`src/shared/cp_port_pkg.sv`:
```
// Function
// - Every fetch is flagged on one fetch indicator shared by both coprocessor ports; here a fetch made while stalled is not flagged.
// - Integer unit decodes all, hands coprocessor instructions on; both run concurrently.
// - An issue strobe rises at decode start of each coprocessor instruction; here it rises the cycle after decode accepts it.
// - Presence must be low; a coprocessor instruction with it high traps as disabled.
// - The pipeline stays frozen while the freeze input is low.
// - Exception acknowledged at execute of the next coprocessor instruction, in the same cycle as its trap.
// - Coprocessor branches resolve from the two-bit condition code.
// - Execution halts while condition valid is low.
// - Integer unit drives the address of coprocessor loads and stores.
// - Any trap pulses flush; coprocessor drops decode buffers, keeps its queue.
// - Exception is not taken when first sampled; it waits for a coprocessor instruction.
package cp_port_pkg;

  // Instruction classes presented at decode
  typedef enum logic [2:0] {
    CLS_OTHER   = 3'h0,
    CLS_COPROC_OPERATE_INSTR    = 3'h1,
    CLS_COMPARE = 3'h2,
    CLS_BRANCH  = 3'h3,
    CLS_LDST    = 3'h4
  } instr_class_e;

  // Trap types raised by this block
  localparam logic [7:0] TT_CP_DISABLED  = 8'h24;
  localparam logic [7:0] TT_CP_EXCEPTION = 8'h28;
  localparam logic [7:0] TT_RESET_VAL    = 8'h00;

  // Instruction presented by the pipeline
  typedef struct packed {
    logic         valid;
    instr_class_e cls;
    logic         issue_b;
    logic [3:0]   cond;
    logic [31:0]  addr;
  } decode_req_s;

  // Result of one execute step
  typedef struct packed {
    logic       trap;
    logic [7:0] trap_type;
    logic       branch_taken;
  } exec_res_s;

endpackage

```
`src/rtl/coprocessor_interface.sv`:
```
`timescale 1ns/10ps
`default_nettype none
module coprocessor_interface
  import cp_port_pkg::*;
(
  input  wire logic        ref_clk,               // 20 MHz clock
  input  wire logic        srst,                  // Sync reset, high
  input  wire logic        fetch_req,             // Pipeline fetch this cycle
  input  wire logic [31:0] fetch_addr,            // Fetch address
  input  wire decode_req_s dec_req,               // Instruction at decode
  input  wire logic        other_trap,            // Trap from elsewhere
  input  wire logic        coproc_present_n,      // Presence, low
  input  wire logic        pipeline_freeze_n,     // Freeze, low
  input  wire logic        coproc_exception_n,    // Exception, low
  input  wire logic [1:0]  coproc_cond_code,      // Condition code
  input  wire logic        cond_code_valid,       // Condition valid
  output logic             fetch_indicator,       // Fetch flag
  output logic             issue_strobe_a,        // Issue strobe one
  output logic             issue_strobe_b,        // Issue strobe two
  output logic             exception_acknowledge, // Exception ack
  output logic             flush,                 // Trap flush
  output logic [31:0]      mem_addr,              // Address bus
  output logic             pipe_stall,            // Pipeline held
  output logic             dec_accept,            // Decode slot taken
  output exec_res_s        exec_res               // Execute result
);

  ////////////////////////////////////////////////////////////////////////
  // Two-stage synchronisers for the coprocessor pins
  logic [4:0] sync1_ff;
  logic [4:0] sync2_ff;
  wire  [4:0] pins_in = {coproc_present_n, pipeline_freeze_n,
                         coproc_exception_n, cond_code_valid,
                         1'b0};
  logic [1:0] cc1_ff;
  logic [1:0] cc2_ff;

  // Pin capture
  always_ff @(posedge ref_clk) begin
    if (srst) begin
      sync1_ff <= 5'h0e;
      sync2_ff <= 5'h0e;
      cc1_ff   <= 2'h0;
      cc2_ff   <= 2'h0;
    end else begin
      sync1_ff <= pins_in;
      sync2_ff <= sync1_ff;
      cc1_ff   <= coproc_cond_code;
      cc2_ff   <= cc1_ff;
    end
  end

  // Synchronised levels
  wire present  = ~sync2_ff[4];
  wire freeze   = ~sync2_ff[3];
  wire exc_line = ~sync2_ff[2];
  wire cc_ok    = sync2_ff[1];

  ////////////////////////////////////////////////////////////////////////
  // Pipeline registers
  decode_req_s ex_ff;
  logic        exc_pend_ff;
  logic        exc_prev_ff;
  logic        fetch_ind_ff;
  logic        ins_a_ff;
  logic        ins_b_ff;
  logic        xack_ff;
  logic        flush_ff;
  logic [31:0] addr_ff;
  logic        stall_ff;
  logic        acc_ff;
  exec_res_s   res_ff;

  // Stall on freeze or invalid condition codes
  wire stall = freeze | ~cc_ok;

  // Decode of the instruction at decode stage
  wire dec_is_cp = dec_req.valid & (dec_req.cls != CLS_OTHER);

  // Execute-stage classification
  wire ex_is_cp  = ex_ff.valid & (ex_ff.cls != CLS_OTHER);
  wire ex_dis    = ex_is_cp & ~present;
  wire ex_exc    = ex_is_cp & present & exc_pend_ff;
  // Outside traps are never lost, even while frozen
  wire ex_trap   = other_trap | (~stall & (ex_dis | ex_exc));
  // No retake while the source still sees its late accept
  wire dec_go    = dec_req.valid & ~stall & ~res_ff.trap & ~acc_ff &
                   ~ex_trap;
  wire br_taken;

  cp_branch_eval u_branch (
    .cond_code (cc2_ff),
    .cond      (ex_ff.cond),
    .taken     (br_taken)
  );

  // Next values
  wire         nxt_ins_a = dec_go & dec_is_cp & ~dec_req.issue_b;
  wire         nxt_ins_b = dec_go & dec_is_cp & dec_req.issue_b;
  wire         nxt_xack  = ex_exc & ~stall;
  wire         nxt_ldst  = ex_ff.valid & ~stall & (ex_ff.cls == CLS_LDST);
  wire [31:0]  nxt_addr  = nxt_ldst ? ex_ff.addr : fetch_addr;
  wire [7:0]   nxt_tt    = ex_dis ? TT_CP_DISABLED :
                           (ex_exc ? TT_CP_EXCEPTION : TT_RESET_VAL);
  wire         nxt_br    = ~stall & ex_ff.valid &
                           (ex_ff.cls == CLS_BRANCH) & br_taken;

  // Exception pending flag: rising edge of the sampled line latched, consumed by the trap
  // Rising edge only: the line stays low until the ack has been seen
  wire exc_rise     = exc_line & ~exc_prev_ff;
  wire nxt_exc_pend = exc_rise | (exc_pend_ff & ~nxt_xack);

  // Pipeline and strobe registers
  always_ff @(posedge ref_clk) begin
    if (srst) begin
      ex_ff        <= '0;
      exc_pend_ff  <= 1'b0;
      exc_prev_ff  <= 1'b0;
      fetch_ind_ff <= 1'b0;
      ins_a_ff     <= 1'b0;
      ins_b_ff     <= 1'b0;
      xack_ff      <= 1'b0;
      flush_ff     <= 1'b0;
      addr_ff      <= 32'h0000_0000;
      stall_ff     <= 1'b0;
      acc_ff       <= 1'b0;
      res_ff       <= '0;
    end else begin
      if (ex_trap) begin
        ex_ff <= '0;
      end else if (~stall) begin
        ex_ff <= dec_go ? dec_req : '0;
      end
      exc_pend_ff  <= nxt_exc_pend;
      exc_prev_ff  <= exc_line;
      fetch_ind_ff <= fetch_req & ~stall;
      ins_a_ff     <= nxt_ins_a;
      ins_b_ff     <= nxt_ins_b;
      xack_ff      <= nxt_xack;
      flush_ff     <= ex_trap;
      addr_ff      <= nxt_addr;
      stall_ff     <= stall;
      acc_ff       <= dec_go;
      res_ff       <= '{trap: ex_trap, trap_type: nxt_tt,
                        branch_taken: nxt_br};
    end
  end

  // Outputs straight from flip-flops
  assign fetch_indicator       = fetch_ind_ff;
  assign issue_strobe_a        = ins_a_ff;
  assign issue_strobe_b        = ins_b_ff;
  assign exception_acknowledge = xack_ff;
  assign flush                 = flush_ff;
  assign mem_addr              = addr_ff;
  assign pipe_stall            = stall_ff;
  assign dec_accept            = acc_ff;
  assign exec_res              = res_ff;

  ////////////////////////////////////////////////////////////////////////
  // Checks
  property p_disabled_trap;
    @(posedge ref_clk) disable iff (srst)
      (ex_dis && !stall) |=> (res_ff.trap && res_ff.trap_type == 8'h24);
  endproperty
  a_disabled_trap: assert property (p_disabled_trap)
    else $error("disabled trap missing");

  property p_freeze_stalls;
    @(posedge ref_clk) disable iff (srst)
      freeze |=> (pipe_stall && !dec_accept && !issue_strobe_a);
  endproperty
  a_freeze_stalls: assert property (p_freeze_stalls)
    else $error("pipeline ran during freeze");

  property p_ccv_stalls;
    @(posedge ref_clk) disable iff (srst)
      !cc_ok |=> (pipe_stall && !exec_res.branch_taken);
  endproperty
  a_ccv_stalls: assert property (p_ccv_stalls)
    else $error("ran with invalid condition codes");

  property p_issue;
    @(posedge ref_clk) disable iff (srst)
      (dec_go && dec_is_cp) |=> (issue_strobe_a ^ issue_strobe_b);
  endproperty
  a_issue: assert property (p_issue)
    else $error("issue strobe missing");

  property p_no_issue;
    @(posedge ref_clk) disable iff (srst)
      !(dec_go && dec_is_cp) |=> !(issue_strobe_a || issue_strobe_b);
  endproperty
  a_no_issue: assert property (p_no_issue)
    else $error("stray issue strobe");

  property p_xack_flush;
    @(posedge ref_clk) disable iff (srst)
      exception_acknowledge |-> (flush && exec_res.trap_type == 8'h28);
  endproperty
  a_xack_flush: assert property (p_xack_flush)
    else $error("ack without exception trap");

  property p_first_sample;
    @(posedge ref_clk) disable iff (srst)
      (!ex_is_cp ##1 !ex_is_cp) |-> !exception_acknowledge;
  endproperty
  a_first_sample: assert property (p_first_sample)
    else $error("exception taken without coprocessor instruction");

  property p_flush;
    @(posedge ref_clk) disable iff (srst)
      other_trap |=> flush;
  endproperty
  a_flush: assert property (p_flush)
    else $error("trap without flush");

  property p_fetch;
    @(posedge ref_clk) disable iff (srst)
      (fetch_req && !stall) |=> fetch_indicator;
  endproperty
  a_fetch: assert property (p_fetch)
    else $error("fetch not flagged");

  property p_ldst_addr;
    @(posedge ref_clk) disable iff (srst)
      nxt_ldst |=> (mem_addr == $past(ex_ff.addr));
  endproperty
  a_ldst_addr: assert property (p_ldst_addr)
    else $error("load/store address wrong");

  property p_branch;
    @(posedge ref_clk) disable iff (srst)
      (!stall && ex_ff.valid && ex_ff.cls == CLS_BRANCH)
        |=> (exec_res.branch_taken == $past(ex_ff.cond[cc2_ff]));
  endproperty
  a_branch: assert property (p_branch)
    else $error("branch resolved wrong");

endmodule
`default_nettype wire

```
`src/rtl/cp_branch_eval.sv`:
```
`timescale 1ns/10ps
`default_nettype none
module cp_branch_eval
  import cp_port_pkg::*;
(
  input  wire logic [1:0] cond_code, // Synchronised condition code
  input  wire logic [3:0] cond,      // Branch condition field
  output logic            taken      // Branch resolves taken
);
  // Condition field picks the codes for which the branch is taken
  assign taken = cond[cond_code];
endmodule
`default_nettype wire

```
`config.mk`:
```
export PLATFORM = sky130hd
export DESIGN_NAME = coprocessor_interface
export DESIGN_NICKNAME = d
export VERILOG_FILES = /design/src/shared/cp_port_pkg.sv /design/src/rtl/coprocessor_interface.sv /design/src/rtl/cp_branch_eval.sv
export SDC_FILE = /design/constraint.sdc
export NUM_CORES = 1
export LEC_CHECK = 0
export BUFFER_PORTS_ARGS = -buffer_cell sky130_fd_sc_hd__buf_2
export CORE_UTILIZATION = 44
export DETAILED_ROUTE_END_ITERATION = 8
export GPL_ROUTABILITY_DRIVEN = 0
export HOLD_SLACK_MARGIN = 0.06
export PLACE_DENSITY = 0.79
export RECOVER_POWER = 25
export REMOVE_ABC_BUFFERS = 1
export SYNTH_ARGS = -nofsm -noshare
export SYNTH_HDL_FRONTEND = slang
export SYNTH_SLANG_ARGS = --single-unit
```
`constraint.sdc`:
```
create_clock -name ref_clk -period 1.2 [get_ports ref_clk]
set_input_delay 0.24 -clock ref_clk [delete_from_list [all_inputs] [get_ports ref_clk]]
set_output_delay 0.24 -clock ref_clk [all_outputs]
set_load 0.01 [all_outputs]
```
==> results.cfg, run 1 <==
[run_status]
status = complete, but fails checks
violations = negative setup slack

[synth]
ys_warn_count = 0
yosysTopAreaCell = dfxtp_1
synth.distinct_cells = 35
synthAdderAreaFrac = 0
synth_compound_gate_area_share = 0.255
yosysTopAreaCellShare = 0.530
muxShareOfSynthArea = 0.00614
syn-cell-area_um2 = 3670
synth_cells = 409
yosys.area_share.xor_xnor = 0
synth_simple_gate_area_frac = 0.144
synth_top_family_by_area = compound AO/OA/AOI/OAI gates
netlist_top_cells_area = dfxtp_1 53%, a21oi_1 9.8%, o2111ai_1 9.3%, nand3_1 4.4%, nand2_1 4.3%
synth-seq-cells = 97
syn_area_per_cell_um2 = 8.96
ys_seq_area_frac = 0.530

[timing]
timing.fmax_ghz = 0.652
relSlewSlack = 0.580
grt_setup_unrepaired = true
setup_viol = 81
finalCritPeriodShare = 1.28
slew_viol_final = 0
worst_slew_pin_slew_ps = 629
min_period_ps = 1530
holdWs_ps = 78.6
timing.final.ws_setup_ps = -333
final-hold-violation-count = 0
finClkSkew_ps = 12.9

[layout]
fillers = 478
drive_gt1_frac = 0.533
postLayoutCellArea_um2 = 5940
n_antenna_cell = 0
fin_nets = 633
syn_to_final_growth_pct = 61.9

[setup_path]
cp.required_ps = 1480
reg2regPathDepth = 5
crit_type = flip-flop to flip-flop
path_depth = 5
worstSetupEndpoint = ex_ff[39]
cp-end-kind = flip-flop
cp_max_fo = 7
crit_family = compound AO/OA/AOI/OAI gates
reg2reg_slack_ps = -330
timing.rr.end = ex_ff[39]
path_cells = o31ai_4, buf_6, clkbuf_16, o2111ai_2, a21oi_1
worstSetupStartpoint = ex_ff[39]
crit_buf_inv = 2
worstSetupStartpointType = flip-flop
critPathMaxStageDelay_ps = 380
arrival_ps = 1810
cp_slowest_cell = dfxtp_4
reg2reg_from = ex_ff[39]

[routing]
vias_per_cell = 5.86
routedWlPerCell_um = 19.4
drc = 0
drt_first_pass_iters = 5
drt-initial-drc-count = 377
routed_wl_mm = 12.7
antenna_left = 0
vias = 3853

[global_route]
grt_pass1_vias = 3473
grt_overflow = 0
grt_pass1_wl_mm = 16.4
grt_max_degree = 31
antenna_found_initial = 0
grt_util_all_layers = 0.243

[clock_tree]
clockRootBuffer = clkbuf_8
insertion_delay_ps = 370
cts_buffers = 9
cts_buffer_depth = 2
cts_htree_levels = 3
cts_sinks = 97
path_clk_slew_ps = 90
cts_tree = done

[die]
core_um2 = 7890
row_count = 32
initial_utilization = 0.465
pin_count = 132
design.die.area_um2 = 8700
die_h_um = 93.3
chipWidth_um = 93.3

[power]
leakagePower_nw = 2.12
pwr_density_cell_nw_per_um2 = 1240
vdd_drop_max_v = 0.000859
power_mw = 7.37

[place]
dp_hpwl_mm = 6.53
place_area_um2 = 4500
portBuffers = 126
preCtsSetupSlack_ps = -262

[run]
max_cap_violations = 0

[min_path]
hold_class = input pin to flip-flop
stage by stage:
stage          TNS [ps]  instances  utilization
4_1_cts           -8360        647        0.648
3_5_place_dp     -14870        618        0.571
5_1_grt          -20780        657        0.753
6_report         -15750        657        0.753
3_3_place_gp     -11540        618        0.571
2_1_floorplan   -151990        361            -
metal layers:
layer  track usage  vias up  part of all wire
li1              -     1761                 -
met1         0.312     1819              0.39
met2         0.393      228              0.51
met3        0.0528       45             0.071
met4         0.101        0             0.029
met5             0        -                 0
Yosys cell counts:
library cell / instances
nand3_1: 32
nor3_1: 3
and2_1: 1
dfxtp_1: 97
o21ai_0: 27
nand4bb_1: 1
o31ai_4: 1
nand2_1: 42
nor4_1: 1
buf_1: 1
o211ai_1: 1
buf_2: 10
inv_1: 1
nor2_1: 6
or3b_1: 1
o21ai_1: 5
a21oi_1: 72
mux4_2: 1
o21bai_1: 1
nor4b_1: 2
conb_1: 1
o311ai_1: 1
buf_4: 6
o21a_1: 1
clkbuf_1: 35
or2_2: 6
o2111ai_1: 39
o31ai_1: 1
o31ai_2: 1
and3b_1: 1
nor2b_1: 6
and3_1: 1
nand4b_1: 1
nor4bb_1: 1
nor3b_1: 2
layout by cell type, fill, tap and decap left out, types with 2 or more instances in the layout:
cell type	netlist	routed
buf_6	0	13
nor2_1	6	3
o31ai_4	1	2
buf_12	0	8
dfxtp_4	0	3
nor3_1	3	2
nand3_1	32	20
nand3_4	0	3
dfxtp_2	0	2
o21ai_0	27	23
clkbuf_8	0	9
or2_2	6	6
o2111ai_4	0	18
nor2b_1	6	6
nand2_1	42	41
a21oi_1	72	39
a21oi_2	0	33
o21ai_1	5	9
clkbuf_16	0	4
bufinv_16	0	5
dlygate4sd3_1	0	4
dfxtp_1	97	92
nor2_4	0	2
buf_8	0	4
o2111ai_2	0	21
buf_2	10	123
conb_1	1	5
nand3_2	0	9
buf_4	6	16
clkbuf_1	35	5
how the worst min path moves through the flow:
stage / from / to / cells past startpoint
4_1_cts: coproc_present_n / sync1_ff[4] / 2
3_5_place_dp: sync1_ff[1] / sync2_ff[1] / 1
3_3_place_gp: sync1_ff[2] / sync2_ff[2] / 1
2_1_floorplan: srst / exc_prev_ff / 1
5_1_grt: coproc_present_n / sync1_ff[4] / 2
6_report: coproc_present_n / sync1_ff[4] / 2
flip-flops by register name, summed over array words and instances, names as in the netlist, 2 cells and up:
register / count
ex_ff: 40
mem_addr: 32
exec_res: 5
sync1_ff: 4
sync2_ff: 4
cc1_ff: 2
cc2_ff: 2
what timing repair did:
action / 4_1_cts / 5_1_grt
cloned: 4 / 4
setup buffers: 5 / 6
hold buffers: 4 / 0
endpoints found under the hold margin: 4 / 0
pin swaps: 27 / 88
setup endpoints to repair: 80 / 83
resized for setup: 50 / 119
final cells by class:
type	instances	area (um2)	area share
sequential	97	1960	0.329
timing repair buffer	178	1290	0.217
clock inverter	7	166	0.0280
multi-input combinational	263	2270	0.383
tap	102	128	0.0215
clock buffer	9	124	0.0209
inverter	1	3.75	0.000632
power by group:
part / leakage [nW] / internal [mW] / switching [mW]
Combinational: 1.18 / 0.418 / 0.613
Clock: 0.140 / 1.81 / 1.17
Sequential: 0.798 / 3.32 / 0.0472
Total: 2.12 / 5.54 / 1.83
cell families (layout without fill, tap and decap cells):
group,after synthesis,in the layout
AOI/OAI and AO/OA,150,150
and+or+nand+nor,107,107
DFF,97,97
buffers and inverters,53,195
other,1,5
muxes,1,1
Power figures use the tool's default switching activity.
==> run 2: changes to the inputs <==
Settings changed: CORE_UTILIZATION 44 to 46, CTS_BUF_LIST set to sky130_fd_sc_hd__clkbuf_8, PLACE_DENSITY 0.79 to 0.82.
Clock period 1.2 ns to 1.3 ns, I/O delays scaled along.
==> results.cfg, run 2 (synthesis gave the netlist of run 1 again) <==
[clock_tree]
path_clk_slew_ps = 90
cts_buffer_depth = 2
cts_sinks = 97
ctsHoldBuffers = 0
clockRootBuffer = clkbuf_8
cts_htree_levels = 3
cts_buffers = 9
insertion_delay_ps = 370
cts_tree = done

[layout]
syn_to_final_growth_pct = 40.9
top_register = ex_ff
multi_input_area_um2 = 1760
instances_no_fill = 641
drive_gt1_frac = 0.425
fillers = 623
n_antenna_cell = 0
fin_nets = 617
regArea_um2 = 1950
mostFrequentLayoutCell = buf_2
largest_register_ffs = 40
mostFrequentLayoutCells = 124 x buf_2, 93 x dfxtp_1, 58 x a21oi_1
final_core_util = 0.669

[die]
row_count = 32
initial_utilization = 0.474
core_um2 = 7730
pin_count = 132
die_h_um = 91.3
design.die.area_um2 = 8330
chipWidth_um = 91.3

[power]
leakagePower_nw = 1.98
pwr_density_cell_nw_per_um2 = 1270
vdd_drop_max_v = 0.000637

[setup_path]
arrival_ps = 1650
cp_max_fo = 16
cp_slowest_cell = dfxtp_2
crit_type = flip-flop to flip-flop
crit_buf_inv = 2
path_cells = o31ai_4, buf_6, o31ai_4, buf_6, a21oi_1
reg2regPathDepth = 5
worstSetupStartpointType = flip-flop
cp.required_ps = 1550
cp-end-kind = flip-flop
crit_family = compound AO/OA/AOI/OAI gates
critPathMaxStageDelay_ps = 390
path_depth = 5

[routing]
routedWlPerCell_um = 16.0
drc = 0
drt-initial-drc-count = 197
vias_per_cell = 5.61
antenna_left = 0
drt_first_pass_iters = 5
routed_wl_mm = 10.2
vias = 3599

[timing]
relSlewSlack = 0.571
finClkSkew_ps = 13.2
setup_viol = 75
timing.fmax_ghz = 0.716
grt_setup_unrepaired = true
finalCritPeriodShare = 1.07
min_period_ps = 1400
worst_slew_pin_slew_ps = 644
final-hold-violation-count = 0
slew_viol_final = 0
timing.final.ws_setup_ps = -96.7

[global_route]
grt_max_degree = 38
antenna_found_initial = 0
grt_overflow = 0
grt_pass1_wl_mm = 15.7
grt_util_all_layers = 0.236
grt_pass1_vias = 3413

[place]
dp.cells = 617
dp_hpwl_mm = 6.28
portBuffers = 126

[run_status]
violations = negative setup slack
status = complete, but fails checks

[min_path]
hold_depth = 2
hold_class = input pin to flip-flop

[run]
max_cap_violations = 0
[run 2: cell types whose count changed in the layout (fill, tap and decap cells not counted), moves of 4 or more]
cell / before / now
a21oi_1: 39 / 58
a21oi_2: 33 / 14
buf_12: 8 / 4
buf_6: 13 / 9
dlygate4sd3_1: 4 / 0
nand3_1: 20 / 31
nand3_2: 9 / 1
o2111ai_1: 0 / 21
o2111ai_2: 21 / 16
o2111ai_4: 18 / 2
[run 2: report_power, final]
group | switching, mW | internal, mW
sequential | 0.0371 | 3.06
clock | 1.05 | 1.67
combinational | 0.434 | 0.302
total | 1.52 | 5.04
[run 2: through the flow]
stage / worst slack [ps] / area (um2) / setup TNS (ps) / total power [mW] / hold WS, ps
2_1_floorplan: -2130 / 3450 / -143720 / 3.43 / 327
3_3_place_gp: -39.2 / 4500 / -705 / 3.79 / 392
3_5_place_dp: -125 / 4500 / -4020 / 3.81 / 396
4_1_cts: -57.6 / 4890 / -872 / 6.50 / 63.0
5_1_grt: -151 / 5170 / -8390 / 6.77 / 75.7
6_report: -96.7 / 5170 / -3340 / 6.56 / 77.4
[run 2: worst paths after layout]
path,slack [ps],end,startpoint
max,-100,ex_ff[20],ex_ff[39]
min,80,sync1_ff[3],pipeline_freeze_n
max reg2reg,-100,ex_ff[20],ex_ff[39]
min reg2reg,410,sync2_ff[2],sync1_ff[2]
[run 2: layout make-up]
| class | instances | share of cell area |
|---|---|---|
| multi-input cells | 263 | 0.341 |
| well taps | 102 | 0.0247 |
| clock inverters | 7 | 0.0317 |
| clock buffers | 9 | 0.0240 |
| inverters | 1 | 0.000727 |
| repair buffers | 162 | 0.200 |
| flip-flops and latches | 97 | 0.377 |
[run 2: what timing repair did]
item                       in CTS  in global routing
setup endpoints to repair      75                 80
gates resized for setup        22                 46
pin swaps                       4                 37
gates cloned                    1                  3
buffers inserted                4                  0
[run 2: metal layers]
metal,track usage,share of wire,vias up
li1,-,-,1718
met1,0.283,0.41,1679
met2,0.418,0.49,180
met3,0.0570,0.071,22
met4,0.0675,0.025,0
met5,0,0,-
